[config.mk]
export PLATFORM = sky130hd
export DESIGN_NAME = ddrc_cmd_seq
export DESIGN_NICKNAME = d
export VERILOG_FILES = /design/src/ddrc_pkg.sv /design/src/ddrc_beat_buf.sv /design/src/ddrc_cmd_seq.sv
export SDC_FILE = /design/constraint.sdc
export NUM_CORES = 1
export LEC_CHECK = 0
export BUFFER_PORTS_ARGS = -buffer_cell sky130_fd_sc_hd__buf_2
export CAP_MARGIN = 0
export CORE_AREA = 2 2 137 139
export CTS_CLUSTER_SIZE = 10
export DETAILED_ROUTE_END_ITERATION = 8
export DIE_AREA = 0 0 139 141
export SYNTH_ARGS = -nofsm -noshare
export SYNTH_HDL_FRONTEND = slang
export SYNTH_SLANG_ARGS = --single-unit
[constraint.sdc]
create_clock -name clk -period 4.9 [get_ports clk]
set_input_delay 1.47 -clock clk [delete_from_list [all_inputs] [get_ports clk]]
set_output_delay 1.47 -clock clk [all_outputs]
set_load 0.05 [all_outputs]
[src/ddrc_pkg.sv]
// Package for the DDR3 device-side command sequencer: commands, modes, timing.
// Assumes one clock standing in for CK, one command per rising edge.
package ddrc_pkg;
  // ---------------------------------------------------------------
  // Command codes {ras_n, cas_n, we_n}
  // ---------------------------------------------------------------
  localparam logic [2:0] CMD_MRS = 3'h0;
  localparam logic [2:0] CMD_REF = 3'h1;
  localparam logic [2:0] CMD_PRE = 3'h2;
  localparam logic [2:0] CMD_ACT = 3'h3;
  localparam logic [2:0] CMD_WR = 3'h4;
  localparam logic [2:0] CMD_RD = 3'h5;
  localparam logic [2:0] CMD_NOP = 3'h7;
  // ---------------------------------------------------------------
  // Mode register fields
  // ---------------------------------------------------------------
  localparam logic [1:0] BURST_FIX8 = 2'h0;
  localparam logic [1:0] BURST_OTF = 2'h1;
  localparam logic [1:0] BURST_FIXBC4 = 2'h2;
  localparam int BURST_LSB = 0;
  localparam int CL_LSB = 4;
  localparam int AL_LSB = 8;
  localparam int CWL_LSB = 12;
  localparam int OTF_BIT = 12;
  localparam logic [1:0] AL_ZERO = 2'h0;
  localparam logic [1:0] AL_CL1 = 2'h1;
  localparam logic [1:0] AL_CL2 = 2'h2;
  localparam logic [3:0] CL_RESET = 4'h5;
  localparam logic [3:0] CWL_RESET = 4'h5;
  localparam logic [1:0] BURST_RESET = 2'h0;
  localparam logic [1:0] AL_RESET = 2'h0;
  localparam logic [4:0] BEATS_BL8 = 5'h08;
  localparam logic [4:0] BEATS_BC4 = 5'h04;
  // ---------------------------------------------------------------
  // Timing
  // ---------------------------------------------------------------
  localparam int CLK_PERIOD_NS = 50;
  localparam int TRFC_NS = 260;
  localparam int TRFC_CYC = (TRFC_NS + CLK_PERIOD_NS - 1) / CLK_PERIOD_NS;
  localparam int TREFI_NS = 7800;
  localparam int TREFI_CYC = TREFI_NS / CLK_PERIOD_NS;
  localparam int REF_POSTPONE_MAX = 9;
  localparam int ODTH4_CYC = 4;
  typedef enum logic [1:0] {
    DDRC_ST_RUN = 2'b01,
    DDRC_ST_PPD = 2'b10
  } ddrc_state_t;
endpackage

[src/ddrc_beat_buf.sv]
// Two-entry valid/ready buffer in the read data path.
// Assumes source and sink share clk.
`timescale 1ns/1ps
`default_nettype none
module ddrc_beat_buf #(
  parameter int WIDTH = 16
) (
  input wire logic clk,
  input wire logic reset_n,
  input wire logic in_valid,
  output logic in_ready,
  input wire logic [WIDTH-1:0] in_data,
  output logic out_valid,
  input wire logic out_ready,
  output logic [WIDTH-1:0] out_data
);
  logic [WIDTH-1:0] mem_q [2];
  logic wr_ptr_q;
  logic rd_ptr_q;
  logic [1:0] count_q;
  logic push;
  logic pop;
  // A full buffer still takes a word in the cycle it hands one out.
  assign in_ready = (count_q != 2'h2) || out_ready;
  assign out_valid = (count_q != 2'h0);
  assign out_data = mem_q[rd_ptr_q];
  assign push = in_valid && in_ready;
  assign pop = out_valid && out_ready;
  always_ff @(posedge clk) begin
    if (push) begin
      mem_q[wr_ptr_q] <= in_data;
    end
  end
  always_ff @(posedge clk) begin
    if (!reset_n) begin
      wr_ptr_q <= 1'b0;
      rd_ptr_q <= 1'b0;
      count_q <= 2'h0;
    end else begin
      if (push) begin
        wr_ptr_q <= ~wr_ptr_q;
      end
      if (pop) begin
        rd_ptr_q <= ~rd_ptr_q;
      end
      count_q <= count_q + {1'b0, push} - {1'b0, pop};
    end
  end
  full_no_push_a: assert property (@(posedge clk) disable iff (!reset_n)
    count_q == 2'h2 && !pop |=> count_q == 2'h2)
    else $error("buffer lost a word while full");
endmodule
`default_nettype wire

[src/ddrc_cmd_seq.sv]
// Device-side DDR3 command sequencer: burst length choice, read and write
// latency, refresh spacing checks, dynamic ODT hold and power-down ODT timing.
// Assumes the controller drives cmd and addr synchronous to clk (CK).
`timescale 1ns/1ps
`default_nettype none
// Notes on behaviour
// - An eight-beat burst is used for fixed-8 mode, or on-the-fly mode with A12 high.
// - A four-beat chop is used for fixed-chop mode, or on-the-fly mode with A12 low.
// - Read latency is additive latency plus CAS latency, with AL up to CL minus one.
// - In frozen-DLL precharge power-down the ODT transition window is write latency minus one.
// - Write latency is additive plus CAS write latency; write data starts that late.
module ddrc_cmd_seq
  import ddrc_pkg::*;
#(
  parameter int DQ_W = 16,
  parameter int BANKS = 8,
  parameter int REFI_CYC = TREFI_CYC
) (
  input wire logic clk,
  input wire logic reset_n,
  input wire logic [2:0] cmd,
  input wire logic [2:0] bank,
  input wire logic [15:0] addr,
  input wire logic odt,
  input wire logic cke,
  input wire logic [DQ_W-1:0] wr_dq,
  output logic rd_valid,
  input wire logic rd_ready,
  output logic [DQ_W-1:0] rd_dq,
  output logic rd_strobe,
  output logic wr_take,
  output logic [DQ_W-1:0] wr_data,
  output logic odt_async,
  output logic [4:0] odt_anpd,
  output logic seq_error
);
  // ---------------------------------------------------------------
  // Mode and latency
  // ---------------------------------------------------------------
  logic [1:0] burst_q;
  logic [3:0] cl_q;
  logic [3:0] cwl_q;
  logic [1:0] al_sel_q;
  logic [4:0] al;
  logic [4:0] rl;
  logic [4:0] wl;
  function automatic logic [4:0] beats_of(input logic [1:0] mode, input logic a12);
    if (mode == BURST_FIX8 || (mode == BURST_OTF && a12)) begin
      return BEATS_BL8;
    end
    return BEATS_BC4;
  endfunction
  always_comb begin
    unique case (al_sel_q)
      AL_CL1: al = {1'b0, cl_q} - 5'h01;
      AL_CL2: al = {1'b0, cl_q} - 5'h02;
      default: al = 5'h00;
    endcase
  end
  assign rl = al + {1'b0, cl_q};
  assign wl = al + {1'b0, cwl_q};
  always_ff @(posedge clk) begin
    if (!reset_n) begin
      burst_q <= BURST_RESET;
      cl_q <= CL_RESET;
      cwl_q <= CWL_RESET;
      al_sel_q <= AL_RESET;
    end else if (cmd == CMD_MRS) begin
      burst_q <= addr[BURST_LSB +: 2];
      cl_q <= addr[CL_LSB +: 4];
      al_sel_q <= addr[AL_LSB +: 2];
      cwl_q <= addr[CWL_LSB +: 4];
    end
  end
  // ---------------------------------------------------------------
  // Bank state and refresh timing
  // ---------------------------------------------------------------
  logic [BANKS-1:0] open_q;
  logic [8:0] rfc_q;
  logic [15:0] refi_q;
  logic err_q;
  always_ff @(posedge clk) begin
    if (!reset_n) begin
      open_q <= '0;
    end else if (cmd == CMD_ACT) begin
      open_q[bank] <= 1'b1;
    end else if (cmd == CMD_PRE) begin
      if (addr[10]) begin
        open_q <= '0;
      end else begin
        open_q[bank] <= 1'b0;
      end
    end
  end
  // Refresh and termination misuse is only flagged, never repaired; there is no other recourse.
  always_ff @(posedge clk) begin
    if (!reset_n) begin
      rfc_q <= '0;
      refi_q <= '0;
      err_q <= 1'b0;
    end else begin
      if (cmd == CMD_REF) begin
        rfc_q <= 9'(TRFC_CYC);
        refi_q <= '0;
        if (open_q != '0 || rfc_q != '0) begin
          err_q <= 1'b1;
        end
        if (32'(refi_q) >= REF_POSTPONE_MAX * REFI_CYC) begin
          err_q <= 1'b1;
        end
      end else begin
        if (rfc_q != '0) begin
          rfc_q <= rfc_q - 9'h001;
          if (cmd != CMD_NOP) begin
            err_q <= 1'b1;
          end
        end
        if (32'(refi_q) >= REF_POSTPONE_MAX * REFI_CYC) begin
          err_q <= 1'b1;
        end else begin
          refi_q <= refi_q + 16'h0001;
        end
      end
    end
  end
  assign seq_error = err_q | odt_early_low_q;
  // ---------------------------------------------------------------
  // Read and write pipelines
  // ---------------------------------------------------------------
  logic [31:0] rd_pipe_q;
  logic [31:0] wr_pipe_q;
  logic [4:0] rd_beats_q;
  logic [4:0] wr_beats_q;
  logic [4:0] rd_left_q;
  logic [4:0] wr_left_q;
  logic [DQ_W-1:0] beat_q;
  logic [DQ_W-1:0] wdata_q;
  logic rd_start;
  logic wr_start;
  logic buf_ready;
  assign rd_start = rd_pipe_q[0];
  assign wr_start = wr_pipe_q[0];
  // Pipes shift toward bit 0; a command loads the bit one below its latency.
  always_ff @(posedge clk) begin
    if (!reset_n) begin
      rd_pipe_q <= '0;
      wr_pipe_q <= '0;
      rd_beats_q <= BEATS_BL8;
      wr_beats_q <= BEATS_BL8;
    end else begin
      rd_pipe_q <= {1'b0, rd_pipe_q[31:1]};
      wr_pipe_q <= {1'b0, wr_pipe_q[31:1]};
      if (cmd == CMD_RD) begin
        rd_pipe_q[rl - 5'h01] <= 1'b1;
        rd_beats_q <= beats_of(burst_q, addr[OTF_BIT]);
      end
      if (cmd == CMD_WR) begin
        wr_pipe_q[wl - 5'h01] <= 1'b1;
        wr_beats_q <= beats_of(burst_q, addr[OTF_BIT]);
      end
    end
  end
  always_ff @(posedge clk) begin
    if (!reset_n) begin
      rd_left_q <= '0;
      wr_left_q <= '0;
      beat_q <= '0;
      wdata_q <= '0;
    end else begin
      if (rd_start) begin
        rd_left_q <= rd_beats_q - 5'h01;
        beat_q <= beat_q + 1'b1;
      end else if (rd_left_q != '0) begin
        rd_left_q <= rd_left_q - 5'h01;
        beat_q <= beat_q + 1'b1;
      end
      if (wr_start) begin
        wr_left_q <= wr_beats_q - 5'h01;
      end else if (wr_left_q != '0) begin
        wr_left_q <= wr_left_q - 5'h01;
      end
      wdata_q <= wr_dq;
    end
  end
  assign rd_strobe = rd_start || (rd_left_q != '0);
  assign wr_take = wr_start || (wr_left_q != '0);
  assign wr_data = wdata_q;
  // The array cannot pause mid-burst, so the buffer absorbs a short receiver stall.
  ddrc_beat_buf #(
    .WIDTH(DQ_W)
  ) u_buf (
    .clk(clk),
    .reset_n(reset_n),
    .in_valid(rd_strobe),
    .in_ready(buf_ready),
    .in_data(beat_q),
    .out_valid(rd_valid),
    .out_ready(rd_ready),
    .out_data(rd_dq)
  );
  // ---------------------------------------------------------------
  // ODT behaviour
  // ---------------------------------------------------------------
  ddrc_state_t state_q;
  logic [2:0] odth_q;
  logic odt_early_low_q;
  always_ff @(posedge clk) begin
    if (!reset_n) begin
      state_q <= DDRC_ST_RUN;
    end else begin
      unique case (state_q)
        DDRC_ST_RUN: if (!cke && open_q == '0) state_q <= DDRC_ST_PPD;
        DDRC_ST_PPD: if (cke) state_q <= DDRC_ST_RUN;
        default: state_q <= DDRC_ST_RUN;
      endcase
    end
  end
  assign odt_async = (state_q == DDRC_ST_PPD);
  assign odt_anpd = wl - 5'h01;
  always_ff @(posedge clk) begin
    if (!reset_n) begin
      odth_q <= '0;
      odt_early_low_q <= 1'b0;
    end else begin
      if (cmd == CMD_WR && odt && beats_of(burst_q, addr[OTF_BIT]) == BEATS_BC4) begin
        odth_q <= 3'(ODTH4_CYC - 1);
      end else if (odth_q != '0) begin
        odth_q <= odth_q - 3'h1;
        if (!odt) begin
          odt_early_low_q <= 1'b1;
        end
      end
    end
  end
  // ---------------------------------------------------------------
  // Checks
  // ---------------------------------------------------------------
  rd_latency_a: assert property (@(posedge clk) disable iff (!reset_n)
    cmd == CMD_RD && rl == 5'h05 |-> ##5 rd_strobe)
    else $error("read data not on time");
  wr_latency_a: assert property (@(posedge clk) disable iff (!reset_n)
    cmd == CMD_WR && wl == 5'h05 |-> ##5 wr_take)
    else $error("write data not taken on time");
  bl8_len_a: assert property (@(posedge clk) disable iff (!reset_n)
    cmd == CMD_RD && rl == 5'h05 && beats_of(burst_q, addr[OTF_BIT]) == BEATS_BL8
    |-> ##5 rd_strobe [*8])
    else $error("eight-beat burst cut short");
  bc4_len_a: assert property (@(posedge clk) disable iff (!reset_n)
    cmd == CMD_RD && rl == 5'h05 && burst_q == BURST_FIXBC4 && $past(cmd) == CMD_NOP
    ##1 cmd == CMD_NOP [*8] |-> ##1 !rd_strobe)
    else $error("chopped burst ran long");
  rl_sum_a: assert property (@(posedge clk) disable iff (!reset_n)
    al_sel_q == AL_CL2 |-> rl == {cl_q, 1'b0} - 5'h02)
    else $error("read latency wrong");
  anpd_a: assert property (@(posedge clk) disable iff (!reset_n)
    odt_anpd == rl - {1'b0, cl_q} + {1'b0, cwl_q} - 5'h01)
    else $error("odt window wrong");
  ref_idle_a: assert property (@(posedge clk) disable iff (!reset_n)
    cmd == CMD_REF && open_q != '0 |=> seq_error)
    else $error("refresh with open bank not flagged");
  rfc_a: assert property (@(posedge clk) disable iff (!reset_n)
    cmd == CMD_REF ##[1:5] cmd == CMD_ACT |=> seq_error)
    else $error("command inside refresh cycle not flagged");
  beat_kept_a: assert property (@(posedge clk) disable iff (!reset_n)
    rd_strobe |-> buf_ready)
    else $error("read beat dropped by full buffer");
endmodule
`default_nettype wire

## Word level (Yosys, flattened, before mapping)

Memory sizes are Yosys's and may differ from the RTL's. A register that Yosys moved wholly into a read port is not among the register bits.
Cells that the tools add are included.

| word-level totals | value |
|---|---|
| logic and storage cells | 161 |
| memories | 1 |
| RAM bits | 32 |
| register bits | 172 |
| bits of input ports | 43 |
| output and inout port bits | 42 |

Memory list:

| name | depth | width | rd ports | clocked after memory_dff | wr ports | RTL line | text |
|---|---|---|---|---|---|---|---|
| u_buf.mem_q | 2 | 16 | 1 | 1 | 1 | ddrc_beat_buf.sv:17 | `logic [WIDTH-1:0] mem_q [2];` |

| operators by class | value |
|---|---|
| equality and inequality tests | 16 |
| bitwise operators | 11 |
| order comparisons | 7 |
| mux-type cells | 46 |
| reduce and logical (&&, ||, !) cells | 38 |
| add/sub/neg operators | 16 |

Operators with widths:

| cell | count |
|---|---|
| $or A31 B32 Y32 | 2 |
| $mux W31 | 2 |
| $mux W5 | 9 |
| $add A16 B1 Y16 const B | 2 |
| $mux W16 | 2 |
| $sub A5 B1 Y5 const B | 6 |
| $mux W8 | 3 |
| $mux W1 | 19 |
| $ge A16 B11 Y1 const B | 1 |
| $lt A5 B6 Y1 const B | 2 |
| $reduce_bool A2 Y1 | 6 |
| $add A5 B4 Y5 | 2 |
| $demux W1 S5 | 2 |
| $ge A5 B1 Y1 const B | 2 |
| $pmux W5 S2 | 1 |
| $reduce_bool A5 Y1 | 2 |
| $logic_and A1 B1 Y1 | 9 |
| $reduce_bool A3 Y1 | 3 |
| $reduce_bool A9 Y1 | 1 |
| $sub A9 B1 Y9 const B | 1 |
| $and A8 B8 Y8 | 1 |
| $logic_not A8 Y1 | 1 |
| $mux W2 | 4 |
| $not A8 Y8 | 1 |
| 30 further kinds | 50 |

## Logic depth before layout (Yosys ltp)

| depth | value |
|---|---|
| word-level depth | 11 |
| depth in mapped cells | 14 |
| gate-level depth less buffers | 14 |

## Modules after synthesis

From an unflattened synthesis, not the netlist that was laid out.

| unflattened totals | value |
|---|---|
| cell total of the unflattened synthesis | 834 |
| area, all modules | 8057.7 sq um |

Modules (own cells, without submodules):

| module | area an instance (sq um) | sequential area each (sq um) | instances | cells each |
|---|---|---|---|---|
| ddrc_cmd_seq | 6656.4 | 3243.1 | 1 | 760 |
| ddrc_beat_buf | 1401.3 | 1061.0 | 1 | 74 |

## Worst setup path after synthesis

OpenSTA, ideal clock, no wires.

| timing path | value |
|---|---|
| kind | flip-flop to output port |
| from | reg cl_q[2] |
| to | out odt_anpd[4] |
| path slack | 0.651 ns |
| path buffers | 0 |
| arrival time | 2.779 ns |
| required time | 3.430 ns |
| stages on the path, launching flop included | 13 |
| cell sequence | dfxtp_1 inv_1 ha_1 nor2b_1 a21oi_1 or2_2 ha_1 inv_1 ha_1 a21o_1 a21oi_1 xor3_2 inv_2 |

| on the way | value |
|---|---|
| cells in the longest elaborated chain, start to end | 4 |
| elaborated cells on any way between the ends | 5 |
| those cells by class | 4 x add/sub; 1 x mux |

Ends and longest elaborated chain:

| element | RTL line | text |
|---|---|---|
| from (decl) | ddrc_cmd_seq.sv:41 | `logic [3:0] cl_q;` |
| from (signal assigned) | ddrc_cmd_seq.sv:70 | `cl_q <= addr[CL_LSB +: 4];` |
| $sub A4 B2 Y5 or $sub A4 B1 Y5 (tied branches) | ddrc_cmd_seq.sv:56, ddrc_cmd_seq.sv:55 |  |
| $pmux W5 S2 (*) | ddrc_cmd_seq.sv:54 | `unique case (al_sel_q)` |
| $add A5 B4 Y5 (*) | ddrc_cmd_seq.sv:61 | `assign wl = al + {1'b0, cwl_q};` |
| $sub A5 B1 Y5 (*) | ddrc_cmd_seq.sv:219 | `assign odt_anpd = wl - 5'h01;` |
| to (decl) | ddrc_cmd_seq.sv:34 | `output logic [4:0] odt_anpd,` |

Every way passes the cells marked *; elsewhere a longest branch is shown, timed or not.

## Worst setup path after layout

Same ends and word-level chain as after synthesis.

==> run_results.csv <==
group,metric,value,unit
run_status,status,"completed",
placed_design,dpl.hpwl,10.91,mm
global_route,antenna_found_initial,0,
worst_setup_path,required,3.43,ns
cts,cts_tree,"built",
sta,fin_worst_skew,0.01007,ns
layout,area_growth,15.72,%
detailed_routing,viasPerCell,4.967,
floorplan,rows,50,
global_route,grt-ovfl-total,0,
detailed_routing,initialDrtViolationCount,193,
global_route,grt_usage,0.1674,
floorplan,dieWidth,139,µm
detailed_routing,via_count,5722,
detailed_routing,ant_nets,0,
floorplan,die_y,141,µm
worst_setup_path,crit_path_end,"odt_anpd[4]",
detailed_routing,post-route-drc-count,0,
synthesis,synthDistinctLibCells,55,
layout,num-fill-cells,1693,
global_route,grt_max_degree,41,
sta,timing.final.crit_share,0.9534,
sta,fmax,0.2141,GHz
worst_setup_path,r2r_cells,13,
placed_design,pre_cts_ws,0.3132,ns
sta,final-hold-violation-count,0,
power_and_ir_drop,p_leak,0.003652,µW
power_and_ir_drop,peakVddDrop,0.3975,mV
synthesis,syn_nets,899,
synthesis,ys_seq_area_frac,0.5344,
cts,cts-root-buf,"clkbuf_16",
layout,layout_common_cells,"165 x dfxtp_1, 104 x nand2_1, 80 x buf_2, 65 x nor2_1, 57 x o21ai_0",
cts,clk_path_buf_depth,2,
job,max-cap-violations,0,
layout,layoutNonFillerInstCount,1152,
layout,drive_gt1_frac,0.1754,
floorplan,ioPinCount,85,
layout,layout_commonest_cell,"dfxtp_1",
sta,setup-tns-final,0,ns
cts,cts_max_level,4,
cts,insertion_delay,0.43,ns
worst_setup_path,reg2reg_from,"cl_q[2]",
worst_setup_path,startpoint,"cl_q[2]",
cts,clk_pin_slew,0.07,ns
sta,tightest_slew,0.9580,ns
cts,clock-sinks,199,
synthesis,synthArstFlopShare,0,
floorplan,dieArea,19600,µm²
power_and_ir_drop,powerDensity,528.2,nW/µm²
floorplan,initial_utilization,0.4409,
sta,maxSlewViolCount,0,
placed_design,io_buffers,81,
sta,rsz0062_at_grt,"no",
worst_setup_path,critPathArrivalTime,3.20,ns
worst_setup_path,ff2ff_setup_slack,1.70,ns
cts,numCtsBuffers,17,
placed_design,dp_cells,1118,
worst_setup_path,worstReg2RegEnd,"rd_pipe_q[23]",
synthesis,synth.avg_cell_area,9.751,µm²
synthesis,synth_warnings,0,
detailed_routing,first_pass_iters,4,
global_route,grt_pass1_wl,26.70,mm
cts,cts_hold_buf,0,
worst_setup_path,crit_path_end_kind,"primary output",
synthesis,ys_ff_latch,199,
floorplan,core-area,18270,µm²
synthesis,syn_area,8054,µm²
worst_setup_path,startpoint_type,"flip-flop",
detailed_routing,wirelength,15.57,mm
layout,final_util,0.5102,
hold_path,worstHoldPathType,"reg2reg",
sta,setup_ws,0.2285,ns
synthesis,synth_edf_count,32,
worst_setup_path,path_max_fanout,4,
sta,slew_headroom,0.3579,
sta,fin_crit,4.671,ns
layout,num_antenna_cells,0,
worst_setup_path,path_class,"reg2out",
placed_design,gp_congestion,0.7628,
synthesis,ys.flop_type,"dfxtp_1",
synthesis,synthCells,826,
sta,setup_violations,0,
detailed_routing,wl_per_cell,13.52,µm
layout,final_nets,978,
global_route,first_global_vias,5463,
## critical path, stage by stage (launching register included)
cell	delay, ns
dfxtp_2	0.37
inv_1	0.10
ha_1	0.28
nor2b_1	0.10
a21oi_1	0.04
or2_2	0.30
ha_1	0.28
inv_1	0.07
ha_1	0.29
a21o_1	0.17
a21oi_2	0.15
xor3_2	0.39
inv_4	0.09
buf_8	0.14
## Yosys cell counts (6+ instances only)
| cell type | number | share of area |
|---|---|---|
| nor3_1 | 27 | 0.017 |
| nand2b_1 | 13 | 0.010 |
| xnor2_1 | 18 | 0.020 |
| nand2_1 | 104 | 0.048 |
| a21oi_1 | 43 | 0.027 |
| or3_1 | 14 | 0.011 |
| and2_1 | 27 | 0.021 |
| xor2_1 | 16 | 0.017 |
| nor4_1 | 8 | 0.0062 |
| nand3_1 | 19 | 0.012 |
| edfxtp_1 | 32 | 0.12 |
| dfxtp_1 | 167 | 0.42 |
| mux2_2 | 16 | 0.022 |
| and3_1 | 6 | 0.0047 |
| nor2b_1 | 7 | 0.0054 |
| inv_1 | 36 | 0.017 |
| nor2_1 | 65 | 0.030 |
| or2_2 | 10 | 0.0078 |
| a21o_1 | 8 | 0.0075 |
| ha_1 | 28 | 0.043 |
| o21ai_0 | 57 | 0.035 |
| clkbuf_1 | 23 | 0.011 |
| o21a_1 | 16 | 0.015 |
## layer usage
metal / part of all wire / track usage / vias up / wire (µm)
met4: 0.0066 / 0.05316 / 0 / 102
met3: 0.034 / 0.04110 / 7 / 531
met5: 0 / 0 / - / 0
met2: 0.48 / 0.2818 / 85 / 7516
li1: - / - / 2998 / -
met1: 0.48 / 0.2132 / 2632 / 7421
## power by group
part	internal, µW	total, µW	switching [µW]
clock	765	1380	617
combinational	493	1470	974
sequential	1940	2070	133
total	3200	4920	1720
## final cells by class
class	count	area, µm²	share of cell area
multi-input cells	561	3512	0.3768
flip-flops and latches	199	4309	0.4623
inverters	38	145.1	0.01557
repair buffers	88	467.9	0.05021
well taps	234	292.8	0.03141
clock buffers	20	478.0	0.05128
clock inverters	12	115.1	0.01235
## flip-flops by register name, summed over array words and instances, names as in the netlist, named ones only
name and cells:
al_sel_q 2, err_q 1, odth_q 3, cl_q 4, wr_left_q 5, rd_left_q 5, u_buf.mem_q 32, rfc_q 9
burst_q 2, wr_beats_q 2, refi_q 16, open_q 8, wr_data 16, wr_pipe_q 32, u_buf.wr_ptr_q 1, cwl_q 4
rd_pipe_q 32, u_buf.count_q 2, beat_q 16, state_q 2, u_buf.rd_ptr_q 1, rd_beats_q 2, odt_early_low_q 1
## repair_timing
item,in CTS,in global routing
pin swaps,1,1
cloned,0,0
buffers inserted,1,1
resized for setup,4,5
endpoints found under the setup margin,1,1
## worst min-delay path by stage
| stage | depth (start not counted) | startpoint | slack (ns) | end |
|---|---|---|---|---|
| floorplan | 2 | rd_pipe_q[1] | 0.40 | rd_pipe_q[0] |
| global placement | 2 | rd_pipe_q[2] | 0.40 | rd_pipe_q[1] |
| detailed placement | 2 | rd_pipe_q[3] | 0.41 | rd_pipe_q[2] |
| CTS | 2 | wr_pipe_q[5] | 0.43 | wr_pipe_q[4] |
| global route | 2 | rd_pipe_q[3] | 0.44 | rd_pipe_q[2] |
| finish | 2 | wr_pipe_q[5] | 0.43 | wr_pipe_q[4] |
## stage by stage
| step | hold slack, ns | area, µm² | power (µW) |
|---|---|---|---|
| floorplan | 0.4014 | 8054 | 3272 |
| global placement | 0.4047 | 8688 | 3564 |
| detailed placement | 0.4133 | 8688 | 3584 |
| CTS | 0.4304 | 9299 | 4974 |
| global route | 0.4422 | 9320 | 5199 |
| finish | 0.4258 | 9320 | 4923 |
## kinds of logic (layout without fill, tap and decap cells)
group | count (synthesis) | in the layout | share of synthesized area
DFF | 199 | 199 | 0.5344
xor gates and xnor gates | 37 | 37 | 0.04598
AOI/OAI and AO/OA | 154 | 154 | 0.1167
adders and majority gates | 30 | 30 | 0.04847
muxes | 21 | 21 | 0.02858
buffers and inverters | 66 | 158 | 0.03091
and+or+nand+nor | 319 | 319 | 0.1950
No activity file was read; power rests on OpenSTA's default activity.
